### config.mk
export PLATFORM = sky130hd
export DESIGN_NAME = reset_source_controller
export DESIGN_NICKNAME = d
export VERILOG_FILES = /design/src/rtl/reset_source_pkg.sv /design/src/rtl/reset_source_controller.sv
export VERILOG_INCLUDE_DIRS = /design/src /design/src/rtl
export SDC_FILE = /design/constraint.sdc
export NUM_CORES = 1
export LEC_CHECK = 0
export BUFFER_PORTS_ARGS = -buffer_cell sky130_fd_sc_hd__buf_4
export CORE_MARGIN = 2
export CORE_UTILIZATION = 24
export DETAILED_ROUTE_END_ITERATION = 10
export PLACE_DENSITY = 0.47
export SYNTH_ARGS = -nofsm -noshare
export SYNTH_HDL_FRONTEND = slang
export SYNTH_SLANG_ARGS = --single-unit
### constraint.sdc
create_clock -name mclk -period 4.5 [get_ports mclk]
set_clock_uncertainty 0.1 [all_clocks]
set_input_delay 0 -clock mclk [delete_from_list [all_inputs] [get_ports mclk]]
set_output_delay 0 -clock mclk [all_outputs]
set_load 0.05 [all_outputs]
### src/rtl/reset_source_consts.svh
// Offsets, field positions and timing counts of the reset source controller
`ifndef RESET_SOURCE_CONSTS_SVH
`define RESET_SOURCE_CONSTS_SVH

// Register indices; byte address is four times the index
`define RSC_IDX_SUPPLY_CTL   8'hff
`define RSC_IDX_CAUSE        8'hef
`define RSC_IDX_WATCHDOG     8'h10

// Supply monitor control fields
`define RSC_SM_ENABLE_BIT    7
`define RSC_SM_STATUS_BIT    6

// Reset cause register fields
`define RSC_PIN_BIT          0
`define RSC_POR_BIT          1
`define RSC_CLKLOSS_BIT      2
`define RSC_WDOG_BIT         3
`define RSC_SWRST_BIT        4
`define RSC_COMP_BIT         5
`define RSC_MEMORY_ERROR_FLAG_BIT       6

// Watchdog control fields
`define RSC_WD_ENABLE_BIT    0
`define RSC_WD_KICK_BIT      1

// Timing
`define RSC_MCLK_KHZ         20000
`define RSC_CLKLOSS_US       100
`define RSC_CLKLOSS_CYCLES   ((`RSC_CLKLOSS_US * `RSC_MCLK_KHZ) / 1000)
`define RSC_WD_PRESCALE      12
`define RSC_HOLD_CYCLES      4

`endif

### src/rtl/reset_source_pkg.sv
// Types shared by the reset source controller
package reset_source_pkg;

  typedef enum logic [0:0] {ST_RUN, ST_HOLD} rstState_t;

  typedef enum logic [2:0] {
    C_POR, C_SUPPLY, C_PIN, C_CLKLOSS, C_COMP, C_WDOG, C_MEM, C_SW
  } cause_t;

  typedef struct packed {
    logic        valid;
    logic [15:0] addr;
  } codeAccess_t;

  typedef struct packed {
    logic memory_error_flag;
    logic comp;
    logic sw;
    logic wdog;
    logic clkLoss;
    logic por;
    logic pin;
  } causeFlags_t;

endpackage

### src/rtl/reset_source_controller.sv
// Reset source controller: gathers reset requests, holds system reset, records the cause
`include "reset_source_consts.svh"

module reset_source_controller
  import reset_source_pkg::*;
#(
  parameter logic [15:0] CODE_LIMIT = 16'h1fff,
  parameter int          WD_LIMIT   = 255
)(
  input  wire logic        mclk,
  input  wire logic        rst_n,
  input  wire logic        wb_cyc_i,
  input  wire logic        wb_stb_i,
  input  wire logic        wb_we_i,
  input  wire logic [9:0]  wb_adr_i,
  input  wire logic [3:0]  wb_sel_i,
  input  wire logic [31:0] wb_dat_i,
  output logic      [31:0] wb_dat_o,
  output logic             wb_ack_o,
  input  wire logic        extResetIn_n,
  output logic             extResetOut,
  output logic             extResetOe,
  input  wire logic        supplyAbove,
  output logic             supplyMonitorOn,
  input  wire logic        systemClockSample,
  input  wire logic        comparatorOut,
  input  wire logic        watchdogKick,
  input  codeAccess_t      codeAccess,
  output logic             sysReset_n,
  output logic             wdTick
);

  rstState_t   state;
  cause_t      cause;
  causeFlags_t flags;
  logic [3:0]  holdCnt;
  logic        supplySrcEn;
  logic        clkLossEn;
  logic        compEn;
  logic        wdEn;
  logic [3:0]  wdPre;
  logic [7:0]  wdCnt;
  logic [11:0] lossCnt;
  logic        lastClkSample;
  logic        reqValid;
  cause_t      reqCause;
  logic        busHit;
  logic        busWrite;
  logic [7:0]  regIdx;
  logic        swForce;
  logic [7:0]  next_rdata;
  logic        supplyReq;
  logic        clkLossReq;
  logic        compReq;
  logic        wdReq;
  logic        memReq;
  logic        pinReq;

  assign regIdx   = wb_adr_i[9:2];
  assign busHit   = wb_cyc_i && wb_stb_i;
  // A write takes effect at the edge where the master sees ack
  assign busWrite = busHit && wb_we_i && wb_ack_o && wb_sel_i[0];
  assign swForce  = busWrite && regIdx == `RSC_IDX_CAUSE && wb_dat_i[`RSC_SWRST_BIT];

  // Request sources
  assign supplyReq  = supplyMonitorOn && supplySrcEn && !supplyAbove;
  assign clkLossReq = clkLossEn && lossCnt >= 12'(`RSC_CLKLOSS_CYCLES);
  assign compReq    = compEn && !comparatorOut;
  assign wdReq      = wdEn && wdCnt >= 8'(WD_LIMIT);
  assign memReq     = codeAccess.valid && codeAccess.addr > CODE_LIMIT;
  assign pinReq     = !extResetIn_n && !extResetOe;

  // Priority merge into one request
  always_comb
  begin
    reqValid = 1'b1;
    reqCause = C_SUPPLY;
    if (supplyReq)
      reqCause = C_SUPPLY;
    else if (pinReq)
      reqCause = C_PIN;
    else if (clkLossReq)
      reqCause = C_CLKLOSS;
    else if (compReq)
      reqCause = C_COMP;
    else if (wdReq)
      reqCause = C_WDOG;
    else if (memReq)
      reqCause = C_MEM;
    else if (swForce)
      reqCause = C_SW;
    else
      reqValid = 1'b0;
  end

  // Reset sequencer; held while a level cause persists
  always_ff @(posedge mclk or negedge rst_n)
  begin
    if (!rst_n)
    begin
      state   <= ST_HOLD;
      cause   <= C_POR;
      holdCnt <= 4'h0;
    end
    else
    begin
      case (state)
        ST_RUN:
        begin
          if (reqValid)
          begin
            state   <= ST_HOLD;
            cause   <= reqCause;
            holdCnt <= 4'h0;
          end
        end
        ST_HOLD:
        begin
          if (supplyReq || pinReq || compReq)
            holdCnt <= 4'h0;
          else if (holdCnt == 4'(`RSC_HOLD_CYCLES - 1))
            state <= ST_RUN;
          else
            holdCnt <= holdCnt + 4'h1;
        end
        default:
          state <= ST_HOLD;
      endcase
    end
  end

  assign sysReset_n = (state == ST_RUN);
  assign extResetOut = 1'b0;
  // Only power-on and supply resets pull the pin low
  assign extResetOe = (state == ST_HOLD) && (cause == C_POR || cause == C_SUPPLY);

  // Cause flags written once on leaving reset
  always_ff @(posedge mclk or negedge rst_n)
  begin
    if (!rst_n)
      flags <= '0;
    else if (state == ST_HOLD && next_exit())
    begin
      flags         <= '0;
      flags.por     <= (cause == C_POR || cause == C_SUPPLY);
      flags.pin     <= (cause == C_PIN);
      flags.clkLoss <= (cause == C_CLKLOSS);
      flags.comp    <= (cause == C_COMP);
      flags.wdog    <= (cause == C_WDOG);
      flags.memory_error_flag  <= (cause == C_MEM);
      flags.sw      <= (cause == C_SW);
    end
  end

  function automatic logic next_exit();
    next_exit = !(supplyReq || pinReq || compReq)
                && holdCnt == 4'(`RSC_HOLD_CYCLES - 1);
  endfunction

  // Supply monitor enable survives all but power-on
  always_ff @(posedge mclk or negedge rst_n)
  begin
    if (!rst_n)
      supplyMonitorOn <= 1'b1;
    else if (busWrite && regIdx == `RSC_IDX_SUPPLY_CTL)
      supplyMonitorOn <= wb_dat_i[`RSC_SM_ENABLE_BIT];
  end

  // Source enables; comparator and clock loss cleared by any reset
  always_ff @(posedge mclk or negedge rst_n)
  begin
    if (!rst_n)
    begin
      supplySrcEn <= 1'b1;
      clkLossEn   <= 1'b0;
      compEn      <= 1'b0;
    end
    else if (state == ST_HOLD)
    begin
      clkLossEn <= 1'b0;
      compEn    <= 1'b0;
    end
    else if (busWrite && regIdx == `RSC_IDX_CAUSE)
    begin
      supplySrcEn <= wb_dat_i[`RSC_POR_BIT];
      clkLossEn   <= wb_dat_i[`RSC_CLKLOSS_BIT];
      compEn      <= wb_dat_i[`RSC_COMP_BIT];
    end
  end

  // Clock loss one-shot: retriggered by each edge of the sampled clock
  always_ff @(posedge mclk or negedge rst_n)
  begin
    if (!rst_n)
    begin
      lastClkSample <= 1'b0;
      lossCnt       <= 12'h000;
    end
    else
    begin
      lastClkSample <= systemClockSample;
      if (state == ST_HOLD || systemClockSample != lastClkSample)
        lossCnt <= 12'h000;
      else if (!clkLossReq)
        lossCnt <= lossCnt + 12'h001;
    end
  end

  // Watchdog prescaler: one tick every twelve clocks
  always_ff @(posedge mclk or negedge rst_n)
  begin
    if (!rst_n)
      wdPre <= 4'h0;
    else if (state == ST_HOLD || wdPre == 4'(`RSC_WD_PRESCALE - 1))
      wdPre <= 4'h0;
    else
      wdPre <= wdPre + 4'h1;
  end

  assign wdTick = (state == ST_RUN) && wdPre == 4'(`RSC_WD_PRESCALE - 1);

  // Watchdog counter; re-enabled by every reset
  always_ff @(posedge mclk or negedge rst_n)
  begin
    if (!rst_n)
    begin
      wdEn  <= 1'b1;
      wdCnt <= 8'h00;
    end
    else if (state == ST_HOLD)
    begin
      wdEn  <= 1'b1;
      wdCnt <= 8'h00;
    end
    else
    begin
      if (busWrite && regIdx == `RSC_IDX_WATCHDOG)
        wdEn <= wb_dat_i[`RSC_WD_ENABLE_BIT];
      if (watchdogKick || (busWrite && regIdx == `RSC_IDX_WATCHDOG
                           && wb_dat_i[`RSC_WD_KICK_BIT]))
        wdCnt <= 8'h00;
      else if (wdEn && wdTick && !wdReq)
        wdCnt <= wdCnt + 8'h01;
    end
  end

  // Read mux
  always_comb
  begin
    next_rdata = 8'h00;
    case (regIdx)
      `RSC_IDX_SUPPLY_CTL:
      begin
        next_rdata[`RSC_SM_ENABLE_BIT] = supplyMonitorOn;
        next_rdata[`RSC_SM_STATUS_BIT] = supplyAbove;
      end
      `RSC_IDX_CAUSE:
        next_rdata = {1'b0, flags};
      `RSC_IDX_WATCHDOG:
        next_rdata[`RSC_WD_ENABLE_BIT] = wdEn;
      default:
        next_rdata = 8'h00;
    endcase
  end

  // Wishbone slave: ack one cycle after the strobe, unmapped reads zero
  always_ff @(posedge mclk or negedge rst_n)
  begin
    if (!rst_n)
    begin
      wb_ack_o <= 1'b0;
      wb_dat_o <= 32'h0000_0000;
    end
    else
    begin
      wb_ack_o <= busHit && !wb_ack_o;
      if (busHit && !wb_ack_o)
        wb_dat_o <= {24'h00_0000, next_rdata};
    end
  end

  // Checks
  property p_sw_force;
    @(posedge mclk) disable iff (!rst_n)
    (state == ST_RUN && swForce) |=> (state == ST_HOLD);
  endproperty
  a_sw_force: assert property (p_sw_force) else $error("software reset not taken");

  property p_sw_flag;
    @(posedge mclk) disable iff (!rst_n)
    (state == ST_HOLD && cause == C_SW ##1 state == ST_RUN) |-> flags.sw && !flags.pin;
  endproperty
  a_sw_flag: assert property (p_sw_flag) else $error("software flag wrong");

  property p_supply_gated;
    @(posedge mclk) disable iff (!rst_n)
    ($past(state) == ST_RUN && state == ST_HOLD && cause == C_SUPPLY)
      |-> $past(supplySrcEn && supplyMonitorOn);
  endproperty
  a_supply_gated: assert property (p_supply_gated) else $error("ungated supply reset");

  property p_pin_quiet;
    @(posedge mclk) disable iff (!rst_n)
    (state == ST_HOLD && cause != C_POR && cause != C_SUPPLY) |-> !extResetOe;
  endproperty
  a_pin_quiet: assert property (p_pin_quiet) else $error("internal reset drove pin");

  property p_low_bits_zero;
    @(posedge mclk) disable iff (!rst_n)
    (busHit && !wb_ack_o && regIdx == `RSC_IDX_SUPPLY_CTL) |=> wb_dat_o[5:0] == 6'h00;
  endproperty
  a_low_bits_zero: assert property (p_low_bits_zero) else $error("supply low bits set");

  property p_comp_reset;
    @(posedge mclk) disable iff (!rst_n)
    (state == ST_RUN && compEn && !comparatorOut) |=> state == ST_HOLD;
  endproperty
  a_comp_reset: assert property (p_comp_reset) else $error("comparator reset missed");

  property p_wd_after_reset;
    @(posedge mclk) disable iff (!rst_n)
    (state == ST_HOLD ##1 state == ST_RUN) |-> wdEn && wdCnt == 8'h00;
  endproperty
  a_wd_after_reset: assert property (p_wd_after_reset) else $error("watchdog not armed");

  property p_pin_flag;
    @(posedge mclk) disable iff (!rst_n)
    (state == ST_HOLD && cause == C_PIN ##1 state == ST_RUN) |-> flags == 7'h01;
  endproperty
  a_pin_flag: assert property (p_pin_flag) else $error("pin flag wrong");

  property p_loss_fire;
    @(posedge mclk) disable iff (!rst_n)
    (state == ST_RUN && clkLossEn && lossCnt == 12'(`RSC_CLKLOSS_CYCLES - 1)
     && systemClockSample == lastClkSample && !reqValid) |=> ##1 state == ST_HOLD;
  endproperty
  a_loss_fire: assert property (p_loss_fire) else $error("clock loss not detected");

  property p_mem_reset;
    @(posedge mclk) disable iff (!rst_n)
    (state == ST_RUN && reqValid && reqCause == C_MEM) |=> state == ST_HOLD && cause == C_MEM;
  endproperty
  a_mem_reset: assert property (p_mem_reset) else $error("memory error reset missed");

endmodule // reset_source_controller

==> impl_metrics.env, run 1 <==
export IMPL_status="complete, no violations"
export IMPL_syn_inst=300
export IMPL_yosys_top_cells_count="50 x dfrtp_1, 43 x nand2_1, 29 x nor2_1, 25 x buf_4, 16 x nand3_1"
export IMPL_cts_setup_buffers=0
export IMPL_yosysMostFrequentCell="dfrtp_1"
export IMPL_globalRoute_totalOverflow=0
export IMPL_cts_buffers=5
export IMPL_cts_tree="done"
export IMPL_core_region_area_sq_mm=0.0116
export IMPL_fillers=1219
export IMPL_ant_nets=0
export IMPL_rows=39
export IMPL_hold_depth=5
export IMPL_crit_path_max_fanout=16
export IMPL_synth_distinct_cells=55
export IMPL_grt_start_max_net_pins=55
export IMPL_dieArea_sq_mm=0.0129
export IMPL_wl_mm=6.07
export IMPL_grt_pass1_vias=2169
export IMPL_rsz0062_at_grt="false"
export IMPL_powerDensity_mw_per_mm2=382
export IMPL_hold_viol=0
export IMPL_num_io_pins=111
export IMPL_dr_total_vias=2214
export IMPL_min_period_ps=2350
export IMPL_cts_sinks=54
export IMPL_syn_area_per_cell_sq_um=9.58
export IMPL_nNetsFinal=428
export IMPL_synth_ff_type="dfrtp_1"
export IMPL_worstMarginPinSlew_ps=688
export IMPL_critPathLaunchType="flop"
export IMPL_synth_edf_count=0
export IMPL_ir_drop_mv=0.196
export IMPL_drc=0
export IMPL_die_y_um=113
export IMPL_clk_pin_slew_ps=70
export IMPL_cts_resized=0
export IMPL_synth_top_area_share_pct=43.5
export IMPL_ys_warn_count=0
export IMPL_start_util_pct=24.9
export IMPL_grt_pass1_wl_mm=10.5
export IMPL_relSlewSlack_pct=54.1
export IMPL_die_width_um=113
export IMPL_grt_usage_pct=10.0
export IMPL_synthTopCellsByArea="dfrtp_1 44%, buf_4 6.5%, nand2_1 5.6%"
export IMPL_drv_cap=0
export IMPL_gp_congestion=0.749
export IMPL_n_antenna_cell=0
export IMPL_syn_area_sq_mm=0.00287
export IMPL_endpoint_kind="flop"
export IMPL_power_uw=1320
export IMPL_worstPathArrival_ps=2450
export IMPL_crit_required_ps=4600
export IMPL_setup_viol=0
export IMPL_via_per_inst=4.48
export IMPL_critPathKind="flop to flop"
export IMPL_cts_root_buf="clkbuf_16"
export IMPL_antenna_found_initial=0
export IMPL_min_path_type="primary input to flop"
export IMPL_yosysSeqAreaShare_pct=47.2
export IMPL_slew_viol_final=0
export IMPL_fmaxAchievable_mhz=425
export IMPL_p_leak_uw=0.00153
export IMPL_cts_hold_buffers=8
export IMPL_area_growth_pct=20.6
export IMPL_dr_pass1_iters=4
export IMPL_drt_iter0_drc=65
export IMPL_yosysTopAreaCell="dfrtp_1"
export IMPL_port_buffers=41
export IMPL_r2r_cells=5
export IMPL_cts_max_level=2
export IMPL_wl_per_cell_um=12.3
export IMPL_finalSetupTns_ps=0
export IMPL_hpwl_mm=4.45
export IMPL_clock_path_buffers=2
export IMPL_drive_gt1_share_pct=18.8
export IMPL_period_share_pct=52.3
export IMPL_clk_latency_ps=280
export IMPL_synthArstFlopShare_pct=100
export IMPL_ys_ff_latch=54
==> cell usage in the layout (no fill, tap or decap), types with 5 or more instances in the layout <==
cell type      Yosys  routed
xnor2_1            7       7
mux2i_1            5       5
clkbuf_16          0       5
or3_1              6       6
nor2_1            29      29
nand2b_1           5       5
a21oi_1           12      12
ha_1               5       5
buf_4             25      41
inv_1              8       8
nand4_1            6       6
nand2_1           43      43
nand3_1           16      16
conb_1             1      25
dlygate4sd3_1      0       8
dfrtp_1           50      50
o21ai_0           10      10
nor3_1             6       6
xor2_1             8       8
==> routing by layer <==
metal | up-vias | global-route usage, % | routed length, um
met5 | - | 0 | 0
met4 | 0 | 2.68 | 55
met3 | 4 | 1.91 | 203
met2 | 45 | 16.2 | 2870
met1 | 1071 | 13.7 | 2940
li1 | 1094 | - | -
==> cells by family (layout without fill, tap and decap cells) <==
| kind of cell | after synthesis | in the layout | synth area share, % |
|---|---|---|---|
| AO/OA/AOI/OAI | 47 | 47 | 11.7 |
| adder cells (fa/ha/maj) | 5 | 5 | 2.18 |
| XOR/XNOR | 15 | 15 | 4.57 |
| AND/OR/NAND/NOR | 131 | 131 | 22.9 |
| other | 1 | 25 | 0.130 |
| flip-flops | 54 | 54 | 47.2 |
| multiplexers | 7 | 7 | 2.53 |
| buffers and inverters | 40 | 67 | 8.79 |
==> registers in the layout, indices dropped and copies added, names as in the netlist <==
| register | flops |
|---|---|
| supplyMonitorOn | 1 |
| compEn | 1 |
| wb_ack_o | 1 |
| wdCnt | 8 |
| clkLossEn | 1 |
| wdEn | 1 |
| state | 1 |
| lastClkSample | 1 |
| lossCnt | 12 |
| supplySrcEn | 1 |
| wdPre | 4 |
| flags | 7 |
| holdCnt | 4 |
| cause | 3 |
| wb_dat_o | 8 |
==> critical path, stage by stage, from the launching register on <==
cell and delay [ps]:
dfstp_2 690, inv_2 160, or3_1 410, or2_1 450, a21boi_1 250, o22ai_1 190
==> final cells by class <==
class | count | area, sq um | area share, %
sequential | 54 | 1360 | 39.1
multi-input combinational | 230 | 1360 | 39.1
timing repair buffer | 49 | 388 | 11.2
tap | 143 | 179 | 5.16
clock buffer | 7 | 143 | 4.11
inverter | 10 | 37.5 | 1.08
clock inverter | 1 | 8.76 | 0.253
==> power by group <==
| part | internal, uW | total, uW | switching, uW |
|---|---|---|---|
| combinational | 111 | 316 | 205 |
| sequential | 550 | 617 | 66.7 |
| clock | 224 | 391 | 167 |
| total | 885 | 1320 | 438 |
==> final timing paths <==
kind / start / end / slack (ps)
worst max-delay path: state$_DFF_PN1_ / holdCnt[1]$_DFFE_PN0P_ / 2150
worst min-delay path: wb_adr_i[6] / wb_dat_o[7]$_DFFE_PN0P_ / 20
worst max register to register: state$_DFF_PN1_ / holdCnt[1]$_DFFE_PN0P_ / 2150
worst min register to register: wdPre[0]$_DFF_PN0_ / wdPre[0]$_DFF_PN0_ / 370
max in group asynchronous: rst_n / lossCnt[11]$_DFFE_PN0P_ / 3650
min in group asynchronous: rst_n / lastClkSample$_DFF_PN0_ / 190
==> through the flow <==
stage	instance area (sq um)	cells	hold WS, ps	setup slack (ps)	utilization [%]
after floorplan	2960	324	-396	2130	-
after global routing	3470	494	39.5	1970	30.0
after CTS	3470	494	9.15	2120	30.0
final	3470	494	18.3	2150	30.0
after global placement	3240	478	9.66	2170	28.0
after detailed placement	3240	478	3.80	2150	28.0
No activity file was read; power rests on OpenSTA's default activity.
==> run 2, diff against run 1 <==
--- a/config.mk
+++ b/config.mk
@@ -6,6 +6,7 @@
 export SDC_FILE = /design/constraint.sdc
 export NUM_CORES = 1
 export LEC_CHECK = 0
+export ABC_AREA = 1
 export BUFFER_PORTS_ARGS = -buffer_cell sky130_fd_sc_hd__buf_4
 export CORE_MARGIN = 2
 export CORE_UTILIZATION = 24
==> constraint.sdc (replaced) <==
create_clock -name mclk -period 2.21 [get_ports mclk]
set_clock_uncertainty 0.1 [all_clocks]
set_input_delay 0 -clock mclk [delete_from_list [all_inputs] [get_ports mclk]]
set_output_delay 0 -clock mclk [all_outputs]
set_load 0.05 [all_outputs]
==> run 2 against run 1 <==
  * Register-to-register slack got worse by 1900 ps
  * Sequential share of layout area decreased by 2.9 points
  * Die area increased by 7.7%
  * Critical path type is now primary input to flop
  * Final cell count increased by 25%
  * Via count increased by 13%
  * Combinational power increased to 2.5 times the previous value
  * Largest power group unchanged
  * Utilization decreased by 0.27 points
  * Global-route usage increased by 0.27 points
  * Sequential power increased by 100%
  * Synthesized cell count increased by 31%
  * Clock power increased by 99%
  * Critical endpoint is now wb_dat_o[7]$_DFFE_PN0P_
==> impl_metrics.env, run 2 <==
export IMPL_drv_cap=0
export IMPL_dp_cells=600
export IMPL_yosysMostFrequentCell="nand2_1"
export IMPL_crit_required_ps=2310
export IMPL_rsz0062_at_grt="false"
export IMPL_area_growth_pct=20.8
export IMPL_clk_latency_ps=290
export IMPL_synth_distinct_cells=37
export IMPL_layout_commonest_cell="nand2_1"
export IMPL_nNetsFinal=524
export IMPL_cts_tree="done"
export IMPL_syn_inst=392
export IMPL_synth_edf_count=0
export IMPL_die_y_um=118
export IMPL_ant_nets=0
export IMPL_min_path_type="primary input to flop"
export IMPL_worst_hold_slack_ps=4.00
export IMPL_crit_path_max_fanout=10
export IMPL_via_per_inst=4.05
export IMPL_syn_area_per_cell_sq_um=7.92
export IMPL_cts_sinks=54
export IMPL_dr_pass1_iters=4
export IMPL_ir_drop_mv=0.339
export IMPL_grt_pass1_wl_mm=11.7
export IMPL_largest_register="lossCnt"
export IMPL_rows=41
export IMPL_n_antenna_cell=0
export IMPL_largestRegisters="lossCnt x12, wb_dat_o x8, wdCnt x8"
export IMPL_relSlewSlack_pct=53.0
export IMPL_synthArstFlopShare_pct=100
export IMPL_ys_warn_count=0
export IMPL_largest_register_ffs=12
export IMPL_syn_area_sq_mm=0.00310
export IMPL_yosysSeqAreaShare_pct=43.7
export IMPL_r2r_setup_slack_ps=280
export IMPL_worstPathArrival_ps=2060
export IMPL_grt_pass1_vias=2401
export IMPL_globalRoute_totalOverflow=0
export IMPL_die_width_um=118
export IMPL_grt_usage_pct=10.3
export IMPL_dieArea_sq_mm=0.0139
export IMPL_start_util_pct=24.6
export IMPL_dr_total_vias=2507
export IMPL_clk_pin_slew_ps=70
export IMPL_fin_area_sq_mm=0.00375
export IMPL_wl_mm=6.75
export IMPL_status="complete, no violations"
export IMPL_hold_viol=0
export IMPL_grt_start_max_net_pins=55
export IMPL_port_buffers=41
export IMPL_num_io_pins=111
export IMPL_cts_max_level=2
export IMPL_clock_path_buffers=2
export IMPL_yosysTopAreaCell="dfrtp_1"
export IMPL_endpoint_kind="flop"
export IMPL_synth_top_area_share_pct=40.3
export IMPL_power_uw=2810
export IMPL_antenna_found_initial=0
export IMPL_critPathLaunchType="primary input"
export IMPL_setup_viol=0
export IMPL_critPathKind="primary input to flop"
export IMPL_cts_resized=0
export IMPL_gp_congestion=0.767
export IMPL_finalSetupTns_ps=0
export IMPL_yosys_top_cells_count="95 x nand2_1, 50 x dfrtp_1, 42 x nor2_1, 40 x inv_1, 31 x nand3_1"
export IMPL_slew_viol_final=0
export IMPL_core_region_area_sq_mm=0.0126
export IMPL_synth_ff_type="dfrtp_1"
export IMPL_final_cell_count_no_fill=619
export IMPL_hpwl_mm=5.01
export IMPL_cts_root_buf="clkbuf_16"
export IMPL_drive_gt1_share_pct=17.7
export IMPL_layout_common_cells="95 x nand2_1, 50 x dfrtp_1, 42 x nor2_1, 42 x buf_4, 40 x inv_1"
export IMPL_wl_per_cell_um=10.9
export IMPL_ys_ff_latch=54
export IMPL_placed_cell_area_sq_mm=0.00350
export IMPL_powerDensity_mw_per_mm2=750
export IMPL_drt_iter0_drc=119
export IMPL_drc=0
export IMPL_fmaxAchievable_mhz=510
export IMPL_worstMarginPinSlew_ps=704
export IMPL_period_share_pct=88.7
export IMPL_synthTopCellsByArea="dfrtp_1 40%, nand2_1 11%, buf_4 6.3%"
export IMPL_p_leak_uw=0.00177
export IMPL_cts_buffers=5
export IMPL_min_period_ps=1960
-- run 2: cell types whose count changed in the layout (fill, tap and decap cells not counted), sizes merged, moves of 4 or more --
cell / previous run / this run
o2111ai: 4 / 0
or3: 6 / 0
nand3: 16 / 32
o21ai: 10 / 19
nor2: 29 / 47
nand2b: 5 / 0
mux2i: 5 / 0
inv: 10 / 44
xnor2: 7 / 2
nand2: 43 / 103
-- run 2: power breakdown --
group | internal [uW] | switching (uW) | leakage (uW) | total, uW
combinational | 249 | 545 | 0.000979 | 794
clock | 422 | 354 | 0.0000641 | 777
sequential | 1120 | 123 | 0.000723 | 1240
total | 1790 | 1020 | 0.00177 | 2810
-- run 2: path summary, 6_finish.rpt --
kind	start	to	depth (start not counted)
setup / recovery	wb_stb_i	wb_dat_o[7]$_DFFE_PN0P_	7
hold / removal	wb_adr_i[3]	wdEn$_DFFE_PN1P_	6
setup reg to reg	state$_DFF_PN1_	lossCnt[4]$_DFFE_PN0P_	7
hold reg to reg	wdPre[0]$_DFF_PN0_	wdPre[0]$_DFF_PN0_	1
max in group asynchronous	rst_n	lossCnt[9]$_DFFE_PN0P_	2
min in group asynchronous	rst_n	wb_dat_o[7]$_DFFE_PN0P_	2
-- run 2: critical path, stage by stage --
cell and delay (ps):
dlygate4sd3_1 530, buf_4 100, nand2_1 60, dlygate4sd3_1 580, nor2_2 300, inv_1 230, o31ai_1 250
-- run 2: cells by family after synthesis --
family	count (synthesis)	synth area share [%]
fa+ha+maj	5	2.02
flops	54	43.7
mux	1	0.484
other cells	1	0.121
xor+xnor	9	2.54
buf+inv	74	12.7
simple gates	202	29.2
compound gates	46	9.27
-- run 2: timing repair --
action / CTS / global route
hold buffers: 11 / 0
setup buffers: 0 / 0
endpoints found under the hold margin: 59 / 0
-- run 2: metal layers --
metal  share of wire [%]  track usage (%)  vias up  routed length [um]
met3                 4.6             2.52        7                 312
met1                  50             14.6     1129                3350
met5                   0                0        -                   0
met4                 1.1             2.71        0                  76
li1                    -                -     1316                   -
met2                  45             15.5       55                3010
-- run 2: final cells by class --
cell class / instances / area [sq um]
Clock buffer: 7 / 133
Clock inverter: 1 / 7.51
Fill cell: 1397 / 8870
Inverter: 44 / 168
Multi-Input combinational cell: 288 / 1440
Sequential cell: 54 / 1360
Tap cell: 172 / 215
Timing Repair Buffer: 53 / 425
-- run 2: metrics by stage --
step / util, % / worst slack, ps
finish: 29.7 / 250
CTS: 29.7 / 227
floorplan: - / 362
global route: 29.7 / 63.2
global placement: 27.7 / 283
detailed placement: 27.7 / 250
==> run 3, diff against run 2 <==
--- a/config.mk
+++ b/config.mk
@@ -11,7 +11,8 @@
 export CORE_MARGIN = 2
 export CORE_UTILIZATION = 24
 export DETAILED_ROUTE_END_ITERATION = 10
-export PLACE_DENSITY = 0.47
+export PLACE_DENSITY = 0.48
 export SYNTH_ARGS = -nofsm -noshare
 export SYNTH_HDL_FRONTEND = slang
 export SYNTH_SLANG_ARGS = --single-unit
+export TNS_END_PERCENT = 30
==> constraint.sdc (replaced) <==
create_clock -name mclk -period 1.65 [get_ports mclk]
set_clock_uncertainty 0.1 [all_clocks]
set_input_delay 0 -clock mclk [delete_from_list [all_inputs] [get_ports mclk]]
set_output_delay 0 -clock mclk [all_outputs]
set_load 0.05 [all_outputs]
==> run 3 against run 2 <==
  * Routed wire length grew 3.1%
  * Critical endpoint is now wdCnt[3]$_DFFE_PN0P_
  * Critical path type is now flop to flop
  * Count of clock-buffer cells in the layout shrank 2
  * Global-route usage is essentially flat
  * Utilization grew 2.3 points
  * Worst setup slack lost 240 ps
  * Final cell count grew 4.0%
  * Cell area grew 7.9%
  * Critical path depth is the same
  * Register-to-register slack lost 270 ps
  * First-iteration DRC count shrank 5.9%
  * Sequential power grew 30%
==> impl_metrics.env, run 3 (same netlist as run 2, synthesis figures left out) <==
export IMPL_num_io_pins=111
export IMPL_r2r_start="wdEn$_DFFE_PN1P_"
export IMPL_crit_path_max_fanout=5
export IMPL_rows=41
export IMPL_drive_gt1_share_pct=26.7
export IMPL_slew_viol_final=0
export IMPL_cts_tree="done"
export IMPL_via_per_inst=4.08
export IMPL_crit_required_ps=1730
export IMPL_worstMarginPinSlew_ps=695
export IMPL_placed_cell_area_sq_mm=0.00368
export IMPL_gp_congestion=0.769
export IMPL_ir_drop_mv=0.471
export IMPL_wl_per_cell_um=10.8
export IMPL_status="complete, no violations"
export IMPL_grt_usage_pct=10.3
export IMPL_min_to="wdCnt[6]$_DFFE_PN0P_"
export IMPL_dr_pass1_iters=4
export IMPL_grt_pass1_vias=2575
export IMPL_fin_area_sq_mm=0.00405
export IMPL_relSlewSlack_pct=53.7
export IMPL_nNetsFinal=549
export IMPL_setup_viol=0
export IMPL_largestRegisters="lossCnt x12, wb_dat_o x8, wdCnt x8"
export IMPL_clk_latency_ps=290
export IMPL_fmaxAchievable_mhz=611
export IMPL_worstPathArrival_ps=1720
export IMPL_dr_total_vias=2628
export IMPL_die_y_um=118
export IMPL_min_path_type="primary input to flop"
export IMPL_largest_register_ffs=12
export IMPL_min_period_ps=1640
export IMPL_endpoint_kind="flop"
export IMPL_n_antenna_cell=0
export IMPL_die_width_um=118
export IMPL_hold_viol=0
export IMPL_largest_register="lossCnt"
export IMPL_drc=0
export IMPL_layout_common_cells="92 x nand2_1, 67 x buf_4, 50 x dfrtp_1, 38 x inv_1, 35 x nor2_1"
export IMPL_layout_commonest_cell="nand2_1"
export IMPL_grt_start_max_net_pins=55
export IMPL_clock_path_buffers=2
export IMPL_cts_max_level=2
export IMPL_critPathKind="flop to flop"
export IMPL_ant_nets=0
export IMPL_critPathLaunchType="flop"
export IMPL_globalRoute_totalOverflow=0
export IMPL_holdCritStartpoint="watchdogKick"
export IMPL_r2r_setup_slack_ps=10
export IMPL_port_buffers=41
export IMPL_fillers=1360
export IMPL_r2r_cells=7
export IMPL_r2r_end="wdCnt[3]$_DFFE_PN0P_"
export IMPL_powerDensity_mw_per_mm2=970
export IMPL_drv_cap=0
export IMPL_antenna_found_initial=0
export IMPL_cts_root_buf="clkbuf_16"
export IMPL_cts_sinks=54
export IMPL_start_util_pct=24.6
export IMPL_cts_buffers=5
export IMPL_area_growth_pct=30.3
export IMPL_core_region_area_sq_mm=0.0126
export IMPL_rsz0062_at_grt="true"
export IMPL_drt_iter0_drc=112
export IMPL_wl_mm=6.96
export IMPL_clk_pin_slew_ps=80
export IMPL_period_share_pct=99.1
export IMPL_power_uw=3930
export IMPL_dieArea_sq_mm=0.0139
export IMPL_grt_pass1_wl_mm=11.9
export IMPL_hpwl_mm=5.26
export IMPL_hold_depth=6
export IMPL_p_leak_uw=0.00190
[run 3: cell types whose count changed in the layout (fill, tap and decap cells not counted), sizes merged]
| cell | delta |
|---|---|
| buf | +27 |
| clkbuf | -2 |
| clkinv | +2 |
| clkinvlp | -1 |
| dlygate4sd3 | -2 |
| inv | +1 |
[run 3: worst max path at each step]
stage / start / to / slack, ps / cells after the start
2_1_floorplan: wb_ack_o$_DFF_PN0_ / supplySrcEn$_DFFE_PN1P_ / -70 / 6
3_3_place_gp: wdPre[0]$_DFF_PN0_ / wdCnt[3]$_DFFE_PN0P_ / 10 / 7
3_5_place_dp: state$_DFF_PN1_ / lossCnt[8]$_DFFE_PN0P_ / -20 / 6
4_1_cts: wdPre[0]$_DFF_PN0_ / wdCnt[3]$_DFFE_PN0P_ / -2 / 7
5_1_grt: wdEn$_DFFE_PN1P_ / wdCnt[0]$_DFFE_PN0P_ / -60 / 8
6_report: wdEn$_DFFE_PN1P_ / wdCnt[3]$_DFFE_PN0P_ / 10 / 7
[run 3: worst max-delay path, cell delays in order, from the launching register on]
cell     delay [ps]
dfstp_2         570
buf_4           110
inv_1            30
nor2_1          110
nand2_2         100
or2_2           300
xor2_1          160
nor2_1           50
[run 3: timing repair]
action / in CTS / in global routing
setup buffers: 0 / 5
gates resized for setup: 5 / 22
cloned: 0 / 0
hold buffers: 9 / 0
hold endpoints to repair: 59 / 0
pin swaps: 1 / 8
endpoints found under the setup margin: 14 / 28
[run 3: power breakdown]
part | total [uW] | leakage (uW) | switching (uW) | internal (uW)
clock network | 1100 | 0.0000759 | 518 | 580
registers | 1610 | 0.000723 | 117 | 1490
logic | 1220 | 0.00110 | 796 | 421
total | 3930 | 0.00190 | 1430 | 2490
[run 3: cell type report]
class	instances	area [sq um]	share of cell area [%]
Tap cell	172	215	5.32
Clock inverter	3	28.8	0.711
Inverter	44	170	4.21
Clock buffer	5	125	3.09
Multi-Input combinational cell	288	1530	37.7
Sequential cell	54	1360	33.5
Timing Repair Buffer	78	624	15.4
[run 3: routing by layer]
layer / vias up / share of wire [%] / GRT usage, %
met5: - / 0 / 0
met4: 0 / 0.68 / 2.03
met3: 4 / 3.7 / 2.37
met2: 44 / 46 / 16.6
met1: 1211 / 50 / 14.1
li1: 1369 / - / -
[run 3: through the flow]
step                instances  hold slack, ps  util [%]  worst slack [ps]  TNS [ps]
global placement          622            5.19      29.1              14.5         0
detailed placement        622            1.55      29.1             -20.9     -82.7
floorplan                 416            -396         -             -71.8      -161
global route              644            44.7      32.1             -61.7      -516
CTS                       639            5.69      31.2             -1.99     -1.99
finish                    644            14.0      32.1              14.4         0
